$ cat config.mk
export PLATFORM = sky130hd
export DESIGN_NAME = hybrid_drbg_with_trng_health_gate
export DESIGN_NICKNAME = d
export VERILOG_FILES = /design/src/rng_pkg.sv /design/src/rng_health_test.sv /design/src/hybrid_drbg_with_trng_health_gate.sv
export SDC_FILE = /design/constraint.sdc
export NUM_CORES = 1
export LEC_CHECK = 0
export BUFFER_PORTS_ARGS = -buffer_cell sky130_fd_sc_hd__buf_2
export CORE_ASPECT_RATIO = 1.75
export CORE_MARGIN = 4
export CORE_UTILIZATION = 54
export DETAILED_ROUTE_END_ITERATION = 16
export PLACE_DENSITY = 0.76
export REMOVE_ABC_BUFFERS = 1
export SLEW_MARGIN = 15
export SYNTH_ARGS = -nofsm -noshare
export SYNTH_HDL_FRONTEND = slang
export SYNTH_SLANG_ARGS = --single-unit
$ cat constraint.sdc
create_clock -name sys_clk -period 6 [get_ports sys_clk]
set_input_delay 0.3 -clock sys_clk [delete_from_list [all_inputs] [get_ports sys_clk]]
set_output_delay 0.3 -clock sys_clk [all_outputs]
set_load 0.1 [all_outputs]
$ cat src/rng_pkg.sv
// Shared constants and types for the hybrid random generator
package rng_pkg;
    // Generator geometry
    localparam int STATE_W = 128;
    localparam int WORD_W = 32;
    // Health test limits
    localparam int REP_LIMIT = 32;
    localparam int WIN_LEN = 64;
    localparam int ONES_LO = 16;
    localparam int ONES_HI = 48;
    // Reset values
    localparam logic [STATE_W-1:0] STATE_RST = {STATE_W{1'h0}};
    localparam logic [WORD_W-1:0] WORD_RST = {WORD_W{1'h0}};
    // Mixing rotations and round constant
    localparam int ROT_A = 7;
    localparam int ROT_B = 19;
    localparam int ROT_C = 41;
    localparam logic [STATE_W-1:0] ROUND_K =
        128'h9E3779B97F4A7C15F39CC0605CEDC834;

    // Generator control states
    typedef enum logic [1:0] {
        ST_WAIT = 2'h0,
        ST_SEED = 2'h1,
        ST_RUN = 2'h2,
        ST_FAIL = 2'h3
    } drbg_state_t;
endpackage : rng_pkg

$ cat src/rng_health_test.sv
// Entropy source health gate: total failure and online proportion tests
`timescale 1ns/1ps
module rng_health_test import rng_pkg::*; #(
    parameter int REP_MAX = REP_LIMIT,
    parameter int WIN = WIN_LEN,
    parameter int LO = ONES_LO,
    parameter int HI = ONES_HI
) (
    input wire logic sys_clk,
    input wire logic rst,
    input wire logic clk_en,
    input wire logic bit_in,
    output logic bit_ok_q,
    output logic bit_q,
    output logic total_fail_q,
    output logic online_fail_q,
    output logic startup_done_q
);
    localparam int RW = $clog2(REP_MAX + 1);
    localparam int WW = $clog2(WIN + 1);

    logic started_q;
    logic last_q;
    logic [RW-1:0] rep_cnt_q;
    logic [RW-1:0] rep_d;
    logic [WW-1:0] win_cnt_q;
    logic [WW-1:0] ones_q;
    logic [WW-1:0] ones_d;
    logic same;
    logic win_last;
    logic tf_d;
    logic of_d;

    // Run length of identical bits; a stuck source shows up as a long run
    assign same = started_q && (bit_in == last_q);
    assign rep_d = !same ? RW'(1) :
        (rep_cnt_q == RW'(REP_MAX)) ? rep_cnt_q : rep_cnt_q + RW'(1);
    assign tf_d = total_fail_q | (rep_d >= RW'(REP_MAX));

    // Ones count over short windows keeps detection latency low
    assign win_last = (win_cnt_q == WW'(WIN - 1));
    assign ones_d = ones_q + {{(WW-1){1'h0}}, bit_in};
    assign of_d = online_fail_q | (win_last &&
        (ones_d < WW'(LO) || ones_d > WW'(HI)));

    // Repetition counter, active from the very first bit
    always_ff @(posedge sys_clk) begin
        if (rst) begin
            started_q <= 1'h0;
            last_q <= 1'h0;
            rep_cnt_q <= '0;
            total_fail_q <= 1'h0;
        end else if (clk_en) begin
            started_q <= 1'h1;
            last_q <= bit_in;
            rep_cnt_q <= rep_d;
            total_fail_q <= tf_d; // Sticky until reset
        end
    end

    // Window test runs on every bit, forever
    always_ff @(posedge sys_clk) begin
        if (rst) begin
            win_cnt_q <= '0;
            ones_q <= '0;
            online_fail_q <= 1'h0;
            startup_done_q <= 1'h0;
        end else if (clk_en) begin
            online_fail_q <= of_d;
            if (win_last) begin
                win_cnt_q <= '0;
                ones_q <= '0;
                if (!of_d && !tf_d) begin
                    startup_done_q <= 1'h1;
                end
            end else begin
                win_cnt_q <= win_cnt_q + WW'(1);
                ones_q <= ones_d;
            end
        end
    end

    // Bit handed on only while both tests are clean
    always_ff @(posedge sys_clk) begin
        if (rst) begin
            bit_ok_q <= 1'h0;
            bit_q <= 1'h0;
        end else if (clk_en) begin
            bit_ok_q <= !tf_d && !of_d;
            bit_q <= bit_in; // Held while frozen, so no bit is used twice
        end
    end
endmodule : rng_health_test

$ cat src/hybrid_drbg_with_trng_health_gate.sv
// Hybrid deterministic generator seeded by a health-gated entropy source
//
// Summary of operation
// - The generator state is loaded only from health-checked entropy bits.
// - A reseed request while running or seeding refreshes the whole state from entropy; after a failure it has no effect.
// - Random output is delivered as 32-bit words.
// - Each per-word state update is a one-way feed-forward mix.
// - Fresh entropy is folded into the state with every word produced except the first after each seed.
// - A total failure test runs from start-up and blocks all output.
// - After a total failure no word built from later bits is released.
// - An online proportion test runs at start-up and during operation.
// - Output waits for a clean first window and stops on any defect.
// - The online test works on short windows so defects show up soon.
// - The online test is applied to every raw bit, continuously.
`timescale 1ns/1ps
module hybrid_drbg_with_trng_health_gate import rng_pkg::*; #(
    parameter int REP_MAX = REP_LIMIT,
    parameter int WIN = WIN_LEN,
    parameter int LO = ONES_LO,
    parameter int HI = ONES_HI
) (
    input wire logic sys_clk,
    input wire logic rst,
    input wire logic clk_en,
    input wire logic raw_bit,
    input wire logic reseed_req,
    input wire logic word_take,
    output logic [WORD_W-1:0] rnd_word_q,
    output logic rnd_valid_q,
    output logic seeding_q,
    output logic total_fail_q,
    output logic online_fail_q
);
    localparam int SW = $clog2(STATE_W);
    localparam logic [SW-1:0] SEED_LAST = SW'(STATE_W - 1);

    drbg_state_t st_q;
    logic raw_s1_q;
    logic raw_s2_q;
    logic bit_ok;
    logic bit_val;
    logic startup_done;
    logic health_ok;
    logic [SW-1:0] seed_cnt_q;
    logic [STATE_W-1:0] pool_q;
    logic [STATE_W-1:0] pool_d;
    logic [STATE_W-1:0] state_q;
    logic seed_done;
    logic gen_fire;

    // Rotate left by a fixed amount
    function automatic logic [STATE_W-1:0] rotl(
        input logic [STATE_W-1:0] s,
        input int n
    );
        rotl = (s << n) | (s >> (STATE_W - n));
    endfunction : rotl

    // Nonlinear step with feed-forward, so the old state cannot be rebuilt
    function automatic logic [STATE_W-1:0] mix_step(
        input logic [STATE_W-1:0] s
    );
        mix_step = s ^ (rotl(s, ROT_A) & ~rotl(s, ROT_B)) ^
            rotl(s, ROT_C) ^ ROUND_K;
    endfunction : mix_step

    // Output word is a fold of a mixed copy, never the raw state
    function automatic logic [WORD_W-1:0] out_word(
        input logic [STATE_W-1:0] s
    );
        logic [STATE_W-1:0] x;
        x = mix_step(rotl(s, ROT_B));
        out_word = WORD_RST;
        for (int i = 0; i < STATE_W / WORD_W; i++) begin
            out_word = out_word ^ x[i*WORD_W +: WORD_W];
        end
    endfunction : out_word

    // Raw pin bit passes two flip-flops before any test looks at it
    always_ff @(posedge sys_clk) begin
        if (rst) begin
            raw_s1_q <= 1'h0;
            raw_s2_q <= 1'h0;
        end else if (clk_en) begin
            raw_s1_q <= raw_bit;
            raw_s2_q <= raw_s1_q;
        end
    end

    rng_health_test #(
        .REP_MAX(REP_MAX),
        .WIN(WIN),
        .LO(LO),
        .HI(HI)
    ) rng_health_test_inst (
        .sys_clk(sys_clk),
        .rst(rst),
        .clk_en(clk_en),
        .bit_in(raw_s2_q),
        .bit_ok_q(bit_ok),
        .bit_q(bit_val),
        .total_fail_q(total_fail_q),
        .online_fail_q(online_fail_q),
        .startup_done_q(startup_done)
    );

    assign health_ok = !total_fail_q && !online_fail_q;
    assign pool_d = {pool_q[STATE_W-2:0], bit_val};
    assign seed_done = (st_q == ST_SEED) && bit_ok &&
        (seed_cnt_q == SEED_LAST);
    assign gen_fire = (st_q == ST_RUN) && health_ok && !reseed_req &&
        (!rnd_valid_q || word_take);

    // Control: wait for clean start, seed, run; a failure is terminal
    always_ff @(posedge sys_clk) begin
        if (rst) begin
            st_q <= ST_WAIT;
        end else if (clk_en) begin
            if (!health_ok) begin
                st_q <= ST_FAIL;
            end else begin
                case (st_q)
                    ST_WAIT: begin
                        if (startup_done) begin
                            st_q <= ST_SEED;
                        end
                    end
                    ST_SEED: begin
                        if (seed_done) begin
                            st_q <= ST_RUN;
                        end
                    end
                    ST_RUN: begin
                        if (reseed_req) begin
                            st_q <= ST_SEED;
                        end
                    end
                    default: begin
                        st_q <= ST_FAIL;
                    end
                endcase
            end
        end
    end

    // Seed bit counter; a new request restarts collection from zero
    always_ff @(posedge sys_clk) begin
        if (rst) begin
            seed_cnt_q <= '0;
        end else if (clk_en) begin
            if (st_q != ST_SEED || reseed_req) begin
                seed_cnt_q <= '0;
            end else if (bit_ok) begin
                seed_cnt_q <= seed_cnt_q + SW'(1);
            end
        end
    end

    // Entropy pool takes every healthy bit, even while running
    always_ff @(posedge sys_clk) begin
        if (rst) begin
            pool_q <= STATE_RST;
        end else if (clk_en && bit_ok) begin
            pool_q <= pool_d;
        end
    end

    // Internal state: full load on seed, mixed update per word
    always_ff @(posedge sys_clk) begin
        if (rst) begin
            state_q <= STATE_RST;
        end else if (clk_en) begin
            if (!health_ok) begin
                state_q <= STATE_RST; // Wipe so nothing tainted survives
            end else if (seed_done) begin
                state_q <= pool_d;
            end else if (gen_fire) begin
                state_q <= mix_step(state_q) ^ pool_q;
            end
        end
    end

    // Output slot; valid cleared at once on any block or reseed
    always_ff @(posedge sys_clk) begin
        if (rst) begin
            rnd_word_q <= WORD_RST;
            rnd_valid_q <= 1'h0;
            seeding_q <= 1'h0;
        end else if (clk_en) begin
            seeding_q <= (st_q == ST_SEED) && !seed_done;
            if (!health_ok) begin
                rnd_word_q <= WORD_RST;
                rnd_valid_q <= 1'h0;
            end else if (gen_fire) begin
                rnd_word_q <= out_word(state_q);
                rnd_valid_q <= 1'h1;
            end else if (st_q != ST_RUN || reseed_req) begin
                rnd_valid_q <= 1'h0;
            end
        end
    end
endmodule : hybrid_drbg_with_trng_health_gate

==> results of run 1 <==
[placed cells by master (no fill, tap or decap), types with 8 or more instances in the layout]
cell / instances
buf_2: 40
a21oi_1: 275
buf_4: 10
nand3_1: 10
o2bb2ai_1: 160
nand4_1: 8
xor2_1: 191
nor2_1: 159
clkbuf_16: 31
nor2b_1: 128
dfxtp_1: 327
inv_1: 8
nand2_1: 279
xnor2_1: 306
o21ai_0: 10
clkbuf_1: 9
[logic make-up (layout without fill, tap and decap cells)]
logic type | after synthesis | in the layout | share of synthesized area, %
and+or+nand+nor | 611 | 611 | 15.9
xor gates and xnor gates | 497 | 497 | 25.3
AOI/OAI and AO/OA | 459 | 459 | 17.1
DFF | 327 | 327 | 38.1
buffers and inverters | 121 | 116 | 2.83
adders and majority gates | 6 | 6 | 0.437
muxes | 5 | 5 | 0.291
[worst register-to-register path: cells and delay by family, from the launching register on]
kind	cells	cell delay [ns]
buffers and inverters	2	1.43
and+or+nand+nor	3	0.48
AOI/OAI and AO/OA	2	0.42
DFF	1	0.34
adders and majority gates	1	0.25
[routing by layer]
metal  track usage [%]  vias up  part of all wire (%)
li1                  -     6699                     -
met1              35.6     6902                    35
met2              51.5      719                    47
met3              4.07      279                   6.7
met4              26.9        0                    11
met5                 0        -                     0
[Yosys cell counts (all sizes together) (2+ instances only)]
cell type,instances
buf,46
nand4,8
nand2,280
and3,2
inv,8
dfxtp,327
mux2i,5
nor3,7
or3,4
nand2b,2
nor4,2
a21oi,276
clkbuf,66
nor2,161
xor2,191
nand3b,2
nor2b,128
ha,6
o21ai,12
o2bb2ai,160
nand3,10
o32ai,2
xnor2,306
[power groups by stage]
stage / sequential, mW / clock (mW) / combinational [mW]
finish: 2.18 / 1.99 / 0.106
global route: 2.18 / 2.08 / 0.112
CTS: 2.18 / 2.00 / 0.104
detailed placement: 2.23 / 0 / 0.104
global placement: 2.23 / 0 / 0.103
floorplan: 2.23 / 0 / 0.0448
[worst paths after layout]
| kind | to | startpoint | slack [ns] | depth (start not counted) |
|---|---|---|---|---|
| worst max-delay path | state_q[124] | seed_cnt_q[0] | 3.00 | 8 |
| worst min-delay path | pool_q[54] | rst | 0.19 | 2 |
| worst max register to register | state_q[124] | seed_cnt_q[0] | 3.00 | 8 |
| worst min register to register | rnd_word_q[31] | rnd_word_q[31] | 0.46 | 1 |
[cell type report]
type	count	share of cell area, %
Timing Repair Buffer	52	1.64
Sequential cell	327	35.2
Inverter	9	0.182
Tap cell	396	2.67
Clock buffer	47	4.88
Clock inverter	8	0.499
Multi-Input combinational cell	1578	54.9
[stage by stage]
stage	area (um2)	cells	total power [mW]
2_1_floorplan	16700	1914	2.27
3_3_place_gp	17600	2361	2.33
3_5_place_dp	17600	2361	2.33
4_1_cts	18600	2417	4.28
5_1_grt	18600	2417	4.37
6_report	18600	2417	4.27
[flip-flops by register name, summed over array words and instances, names as in the netlist, 2 cells and up]
register                        count
pool_q                            128
rng_health_test_inst.win_cnt_q      7
rng_health_test_inst.rep_cnt_q      6
rng_health_test_inst.ones_q         7
rnd_word_q                         32
seed_cnt_q                          7
state_q                           128
st_q                                2
==> results_dict.tcl, run 1 <==
set metrics [dict create \
    power.clock.fraction_pct 46.5 \
    die_y_um 244 \
    drtIter0Drc 1279 \
    slew_headroom_pct 23.0 \
    async_flop_share_pct 0 \
    cts_buffer_depth 3 \
    drt-vias-per-instance 6.04 \
    routedWlPerCell_um 23.1 \
    post-place-ws_ns 2.92 \
    drv_slew 0 \
    layout-drive-gt1-share_pct 5.20 \
    synth_ff_type "dfxtp_1" \
    sw_frac_of_total_pct 22.6 \
    clock-root-buffer "clkbuf_16" \
    synth_area_leaders "dfxtp_1 38%, xnor2_1 16%, xor2_1 9.7%" \
    max_cap_viol_count 0 \
    internal_power_mw 3.31 \
    p_leak_nw 7.10 \
    path_class "reg -> reg" \
    grt_pass1_vias 14200 \
    worstMarginPinSlew_ns 1.16 \
    synth.largest_area_cell "dfxtp_1" \
    crit_buf_inv 2 \
    insertedDiodeCount 0 \
    ys_warn_count 0 \
    postSynthAreaPerCell_um2 8.48 \
    grt_max_degree 260 \
    synth_top_area_share_pct 38.1 \
    port_buffers 41 \
    setup_viol 0 \
    syn-instance-count 2026 \
    synthDistinctLibCells 41 \
    area_growth_pct 8.15 \
    die_area_mm2 0.0348 \
    seq_area_frac_synth_pct 38.1 \
    powerDensity_mw_per_mm2 230 \
    syn-cell-area_mm2 0.0172 \
    worstPathMaxFanout 69 \
    p_switching_uw 963 \
    clk_pin_slew_ns 0.06 \
    combPwrFrac_pct 2.5 \
    path_cells "ha_1, nand3_1, nor4_4, nand3b_1, a21oi_4, buf_4, buf_4, o2bb2ai_1" \
    ir_drop_v 0.000254 \
    die_x_um 143 \
    final.fill_count 2811 \
    cp_slowest_cell "buf_4" \
    pwr-share-seq_pct 51.0 \
    finalCriticalPeriod_ns 3.00 \
    num_io_pins 42 \
    numCtsBuffers 31 \
    path_delay_family "buffers and inverters" \
    route.detailed.drc 0 \
    placementRows 86 \
    skew_ns 0.0134 \
    max_freq_mhz 334 \
    wirelength_um 55800 \
    fin_util_pct 59.1 \
    htree_levels 1 \
    finalHoldViolCount 0 \
    cts.sinks 327 \
    cpPeakStageDelay_ns 0.80 \
    coreArea_mm2 0.0314 \
    hold_path.class "in -> reg" \
    worstPathArrival_ns 3.50 \
    grt_pass1_wl_um 84700 \
    grt_usage_pct 31.5 \
    end_kind "flip-flop" \
    antenna_found_initial 0 \
    cp_common_cell "buf_4" \
    finalSetupTns_ns 0 \
    multiInputGateArea_mm2 0.0102 \
    vias 14600 \
    place.gp.congestion 1.02 \
    synth_edf_count 0 \
    cp.required_ns 6.50 \
    startpoint_type "flip-flop" \
    ant_nets 0 \
    start_util_pct 54.7 \
    ys_ff_latch 327 \
    timing.final.ws_setup_ns 3.00 \
    fin_crit_sh_pct 50.0 \
    regArea_mm2 0.00655 \
    outcome "finished, final reports clean" \
    worstSkewPairLatency_ns 0.58 \
    cts_setup_buffers 0 \
    overflow 0 \
    cts_tree "yes" \
    final_nets 2011 \
    holdWs_ns 0.192 \
    hpwlAfterDp_um 37800 \
    first_pass_iters 5 \
    cts_resized 0 \
    grt_setup_unrepaired "false" \
    holdBufCountCts 1 \
]
(Power assumes the default switching activity.)
==> inputs of run 2 (changes only) <==
--- a/config.mk
+++ b/config.mk
@@ -5,6 +5,7 @@
 export SDC_FILE = /design/constraint.sdc
 export NUM_CORES = 1
 export LEC_CHECK = 0
+export ABC_AREA = 1
 export BUFFER_PORTS_ARGS = -buffer_cell sky130_fd_sc_hd__buf_2
 export CORE_ASPECT_RATIO = 1.75
 export CORE_MARGIN = 4
==> constraint.sdc (replaced) <==
create_clock -name sys_clk -period 2.8 [get_ports sys_clk]
set_input_delay 0.14 -clock sys_clk [delete_from_list [all_inputs] [get_ports sys_clk]]
set_output_delay 0.14 -clock sys_clk [all_outputs]
set_load 0.1 [all_outputs]
==> results_dict.tcl, run 2 <==
set metrics [dict create \
    slew_headroom_pct 33.2 \
    sw_frac_of_total_pct 24.6 \
    synthDistinctLibCells 36 \
    max_freq_mhz 448 \
    stdcell_area_mm2 0.0225 \
    min_to "rng_health_test_inst.win_cnt_q[2]" \
    start_util_pct 54.7 \
    holdWs_ns 0.129 \
    hold_path.class "in -> reg" \
    p_switching_mw 2.50 \
    die_x_um 156 \
    r2r_slack_ns 0.57 \
    busiest_layer "met2" \
    min_from "rst" \
    overflow 0 \
    end_kind "flip-flop" \
    drtIter0Drc 2394 \
    numCtsBuffers 31 \
    fin_crit_sh_pct 79.7 \
    pwr-share-seq_pct 48.4 \
    grt_setup_unrepaired "false" \
    postSynthAreaPerCell_um2 5.65 \
    routedWlPerCell_um 20.0 \
    grt_max_degree 180 \
    htree_levels 1 \
    startpoint_type "flip-flop" \
    placed_cell_area_mm2 0.0214 \
    use_met3_pct 5.45 \
    synth.most_common_cell "nand2_1" \
    clk_pin_slew_ns 0.06 \
    syn-cell-area_mm2 0.0207 \
    ant_nets 0 \
    finalCriticalPeriod_ns 2.23 \
    top_regs "pool_q (128), state_q (128), rnd_word_q (32)" \
    place.gp.congestion 1.15 \
    finalHoldViolCount 0 \
    drt-vias-per-instance 5.62 \
    grt_use_met2_pct 65.0 \
    placementRows 94 \
    drv_slew 0 \
    layout-drive-gt1-share_pct 5.23 \
    worstSkewPairLatency_ns 0.60 \
    internal_power_mw 7.65 \
    combPwrFrac_pct 6.0 \
    reg2reg_depth 12 \
    wirelength_um 83100 \
    path_class "reg -> reg" \
    final_cell_mix "1637 x nand2_1, 499 x inv_1, 327 x dfxtp_1" \
    max_cap_viol_count 0 \
    antenna_found_initial 1 \
    coreArea_mm2 0.0378 \
    r2r-end "state_q[11]" \
    worstPathArrival_ns 2.74 \
    synth.largest_area_cell "dfxtp_1" \
    skew_ns 0.0243 \
    outcome "finished, final reports clean" \
    cts_buffer_depth 3 \
    timing.final.ws_setup_ns 0.568 \
    p_leak_nw 10.7 \
    grt_usage_pct 39.0 \
    insertedDiodeCount 0 \
    cts_setup_buffers 0 \
    clock-root-buffer "clkbuf_16" \
    ys_ff_latch 327 \
    synth_area_leaders "dfxtp_1 32%, nand2_1 30%, inv_1 9.1%" \
    die_y_um 267 \
    syn-instance-count 3656 \
    post-place-ws_ns 0.630 \
    grtUsageMet1_pct 43.5 \
    power.clock.fraction_pct 45.6 \
    synth_top_area_share_pct 31.7 \
    synthTopCellsByCount "1638 x nand2_1, 500 x inv_1, 327 x dfxtp_1, 295 x nand3_1, 292 x a21oi_1" \
    vias 23300 \
    port_buffers 41 \
    layout_commonest_cell "nand2_1" \
    cts_tree "yes" \
    area_growth_pct 8.84 \
    setup_viol 0 \
    cts.sinks 327 \
    grt_pass1_wl_um 124000 \
    finalSetupTns_ns 0 \
    powerDensity_mw_per_mm2 451 \
    cp.required_ns 3.30 \
    route.detailed.drc 0 \
    ir_drop_v 0.000513 \
    hpwlAfterDp_um 62700 \
    first_pass_iters 8 \
    async_flop_share_pct 0 \
    hold_depth 3 \
    die_area_mm2 0.0416 \
    final_nets 3660 \
    worstPathMaxFanout 95 \
    synth_ff_type "dfxtp_1" \
    num_io_pins 42 \
    ys_warn_count 0 \
    grt_pass1_vias 21200 \
    synth_edf_count 0 \
    seq_area_frac_synth_pct 31.7 \
    timing.rr.start "seed_cnt_q[0]" \
    worstMarginPinSlew_ns 1.00 \
]
-- run 2: cell count changes in the layout (fill, tap and decap cells not counted), sizes merged, moves of 4 or more --
| cell | previous run | this run |
|---|---|---|
| nand2 | 280 | 1661 |
| inv | 8 | 507 |
| xnor2 | 306 | 10 |
| nand3 | 10 | 297 |
| o21ai | 12 | 231 |
| xor2 | 191 | 11 |
| o2bb2ai | 160 | 0 |
| nor2b | 128 | 0 |
| nor2 | 161 | 121 |
| buf | 51 | 84 |
| a21oi | 276 | 305 |
| o22ai | 0 | 29 |
| mux2i | 5 | 0 |
| or3 | 4 | 0 |
-- run 2: area by class of cell --
| class | instances | area, um2 |
|---|---|---|
| fillers | 3932 | 15300 |
| multi-input cells | 2693 | 11600 |
| flip-flops and latches | 327 | 6550 |
| inverters | 508 | 1910 |
| clock buffers | 45 | 938 |
| repair buffers | 87 | 714 |
| well taps | 480 | 601 |
| clock inverters | 12 | 168 |
-- run 2: how the worst max path moves through the flow --
| stage | start | endpoint | slack [ns] | cells after the start |
|---|---|---|---|---|
| after global routing | seed_cnt_q[0] | state_q[12] | 0.40 | 12 |
| final | seed_cnt_q[0] | state_q[11] | 0.57 | 12 |
| after floorplan | rng_health_test_inst.bit_ok_q | pool_q[0] | -3.01 | 4 |
| after global placement | seed_cnt_q[0] | state_q[70] | 0.73 | 12 |
| after CTS | seed_cnt_q[0] | state_q[69] | 0.62 | 12 |
| after detailed placement | seed_cnt_q[0] | state_q[47] | 0.63 | 12 |
-- run 2: critical path: stages, from the launching register on --
cell	delay [ns]
dfxtp_1	0.37
ha_1	0.18
nand2_1	0.07
inv_2	0.06
nand2_1	0.08
inv_2	0.12
nand3_2	0.16
nand3_2	0.14
nand2_4	0.07
nor2_4	0.12
buf_12	0.39
nand2_1	0.13
a21oi_1	0.14
-- run 2: power groups by stage --
| stage | Combinational, mW | Clock [mW] | Sequential, mW |
|---|---|---|---|
| after floorplan | 0.388 | 0 | 4.97 |
| after global placement | 0.592 | 0 | 5.00 |
| after detailed placement | 0.599 | 0 | 5.00 |
| after CTS | 0.605 | 4.64 | 4.90 |
| after global routing | 0.690 | 4.84 | 4.92 |
| final | 0.612 | 4.63 | 4.91 |
-- run 2: per-stage QoR --
step | utilization (%) | instances | power, mW
2_1_floorplan | - | 3528 | 5.36
3_3_place_gp | 56.6 | 4092 | 5.59
3_5_place_dp | 56.6 | 4092 | 5.60
4_1_cts | 59.6 | 4152 | 10.1
5_1_grt | 59.6 | 4152 | 10.4
6_report | 59.6 | 4152 | 10.1
-- run 2: logic make-up (layout without fill, tap and decap cells) --
kind of cell,Yosys count,in the layout,synth area share (%)
xor+xnor,21,21,0.890
buf+inv,636,652,12.3
fa+ha+maj,6,6,0.363
compound gates,572,572,14.4
flops,327,327,31.7
simple gates,2094,2094,40.4
-- run 2: timing repair --
action,CTS,global route
hold buffers,3,0
endpoints found under the setup margin,0,0
endpoints found under the hold margin,9,0
resized for setup,0,0
-- run 2: metal layers --
metal	routed length, um	part of all wire (%)
met5	15	0.018
met4	8830	11
met3	6290	7.6
met2	38900	47
met1	29000	35
==> inputs of run 3 (changes only) <==
--- a/config.mk
+++ b/config.mk
@@ -5,7 +5,7 @@
 export SDC_FILE = /design/constraint.sdc
 export NUM_CORES = 1
 export LEC_CHECK = 0
-export ABC_AREA = 1
+export ABC_AREA = 0
 export BUFFER_PORTS_ARGS = -buffer_cell sky130_fd_sc_hd__buf_2
 export CORE_ASPECT_RATIO = 1.75
 export CORE_MARGIN = 4
==> constraint.sdc (replaced) <==
create_clock -name sys_clk -period 2.2 [get_ports sys_clk]
set_input_delay 0.11 -clock sys_clk [delete_from_list [all_inputs] [get_ports sys_clk]]
set_output_delay 0.11 -clock sys_clk [all_outputs]
set_load 0.1 [all_outputs]
==> results_dict.tcl, run 3 (synthesis gave the netlist of run 1 again) <==
set metrics [dict create \
    outcome "finished, final reports clean" \
    reg2reg_depth 5 \
    cpPeakStageDelay_ns 0.62 \
    hpwlAfterDp_um 40900 \
    fin_crit_sh_pct 95.8 \
    powerDensity_mw_per_mm2 623 \
    drtIter0Drc 1157 \
    worstMarginPinSlew_ns 0.955 \
    coreArea_mm2 0.0314 \
    wirelength_um 57800 \
    port_buffers 41 \
    worstPathMaxFanout 8 \
    first_pass_iters 5 \
    vias 14800 \
    setup_viol 0 \
    end_kind "flip-flop" \
    die_area_mm2 0.0348 \
    num_io_pins 42 \
    htree_levels 1 \
    clk_pin_slew_ns 0.07 \
    path_delay_family "simple AND/OR/NAND/NOR gates" \
    top_regs "pool_q (128), state_q (128), rnd_word_q (32)" \
    antenna_found_initial 0 \
    clock-root-buffer "clkbuf_16" \
    multiInputGateArea_mm2 0.0102 \
    placementRows 86 \
    worstPathArrival_ns 2.54 \
    final_nets 2039 \
    cts.sinks 327 \
    cts_tree "yes" \
    worstSkewPairLatency_ns 0.58 \
    slew_headroom_pct 36.3 \
    grt_usage_pct 32.7 \
    internal_power_mw 9.24 \
    sw_frac_of_total_pct 22.2 \
    drt-vias-per-instance 6.05 \
    die_x_um 143 \
    die_y_um 244 \
    path_depth 5 \
    p_switching_mw 2.64 \
    start_util_pct 54.7 \
    combPwrFrac_pct 2.7 \
    power.clock.fraction_pct 47.3 \
    place.gp.congestion 1.00 \
    hold_depth 5 \
    ant_nets 0 \
    finalCriticalPeriod_ns 2.11 \
    ir_drop_v 0.000739 \
    path_class "reg -> reg" \
    grt_setup_unrepaired "false" \
    timing.final.ws_setup_ns 0.0919 \
    layout_commonest_cell "dfxtp_1" \
    max_freq_mhz 474 \
    routedWlPerCell_um 23.6 \
    route.detailed.drc 0 \
    final_cell_mix "326 x dfxtp_1, 306 x xnor2_1, 279 x nand2_1" \
    insertedDiodeCount 0 \
    pwr-share-seq_pct 50.0 \
    cts_setup_buffers 0 \
    finalHoldViolCount 0 \
    grt_pass1_vias 14600 \
    grt_pass1_wl_um 86700 \
    layout-drive-gt1-share_pct 6.78 \
    grt_max_degree 78 \
    post-place-ws_ns 0.0765 \
    crit_buf_inv 0 \
    final.fill_count 2746 \
    max_cap_viol_count 0 \
    cts_buffer_depth 3 \
    skew_ns 0.0198 \
    drv_slew 0 \
    fin_util_pct 60.6 \
    area_growth_pct 10.9 \
    startpoint_type "flip-flop" \
    regArea_mm2 0.00655 \
    numCtsBuffers 30 \
    path_cells "ha_1, nand4_1, or3b_2, o21ai_0, nor2_1" \
    hold_path.class "in -> reg" \
    p_leak_nw 7.34 \
    overflow 0 \
    cp_slowest_cell "or3b_2" \
    cp.required_ns 2.64 \
]
run 3: cell count changes in the layout (fill, tap and decap cells not counted), sizes merged, moves of 160 or more:
cell | previous run | this run
o2bb2ai | 0 | 160
nand2 | 1661 | 280
o21ai | 231 | 12
nand3 | 297 | 10
xnor2 | 10 | 306
inv | 507 | 8
xor2 | 11 | 191
run 3: layer usage:
metal / track usage (%) / up-vias / wire length, um
li1: - / 6754 / -
met1: 35.1 / 7023 / 20000
met2: 54.1 / 698 / 27500
met3: 5.03 / 324 / 3490
met4: 29.7 / 0 / 6800
met5: 0 / - / 0
run 3: power by group through the flow:
| stage | clock network, mW | logic, mW | registers (mW) |
|---|---|---|---|
| 3_3_place_gp | 0 | 0.305 | 6.07 |
| 6_report | 5.62 | 0.318 | 5.94 |
| 3_5_place_dp | 0 | 0.308 | 6.07 |
| 5_1_grt | 5.89 | 0.339 | 5.94 |
| 2_1_floorplan | 0 | 0.122 | 6.07 |
| 4_1_cts | 5.66 | 0.313 | 5.94 |
run 3: final timing paths:
check	startpoint	endpoint	slack [ns]
hold / removal	word_take	state_q[23]	0.22
setup reg to reg	rng_health_test_inst.win_cnt_q[0]	rng_health_test_inst.win_cnt_q[2]	0.09
hold reg to reg	rnd_word_q[25]	rnd_word_q[25]	0.46
setup / recovery	rng_health_test_inst.win_cnt_q[0]	rng_health_test_inst.win_cnt_q[2]	0.09
run 3: worst register-to-register path: cells and delay by family, from the launching register on:
| family | cells | cell delay [ns] |
|---|---|---|
| compound gates | 1 | 0.44 |
| simple gates | 3 | 0.91 |
| fa+ha+maj | 1 | 0.23 |
| flops | 1 | 0.40 |
run 3: stage by stage:
step / power, mW / std cells / hold WS, ns / area [um2] / TNS (ns)
after floorplan: 6.19 / 1914 / 0.179 / 16700 / -1807.31
after global placement: 6.38 / 2387 / 0.345 / 17900 / 0
after detailed placement: 6.38 / 2387 / 0.352 / 17900 / 0
after CTS: 11.9 / 2447 / 0.200 / 19000 / 0
after global routing: 12.2 / 2447 / 0.251 / 19000 / 0
final: 11.9 / 2447 / 0.221 / 19000 / 0
run 3: what timing repair did:
| item | CTS | global route |
|---|---|---|
| resized for setup | 0 | 3 |
| hold buffers | 4 | 0 |
| endpoints found under the hold margin | 13 | 0 |
| setup endpoints to repair | 0 | 52 |
run 3: cell type report:
class	count	area share, %
Multi-Input combinational cell	1578	53.5
Tap cell	396	2.60
Timing Repair Buffer	81	3.84
Inverter	9	0.177
Clock inverter	14	0.907
Clock buffer	42	4.61
Sequential cell	327	34.4
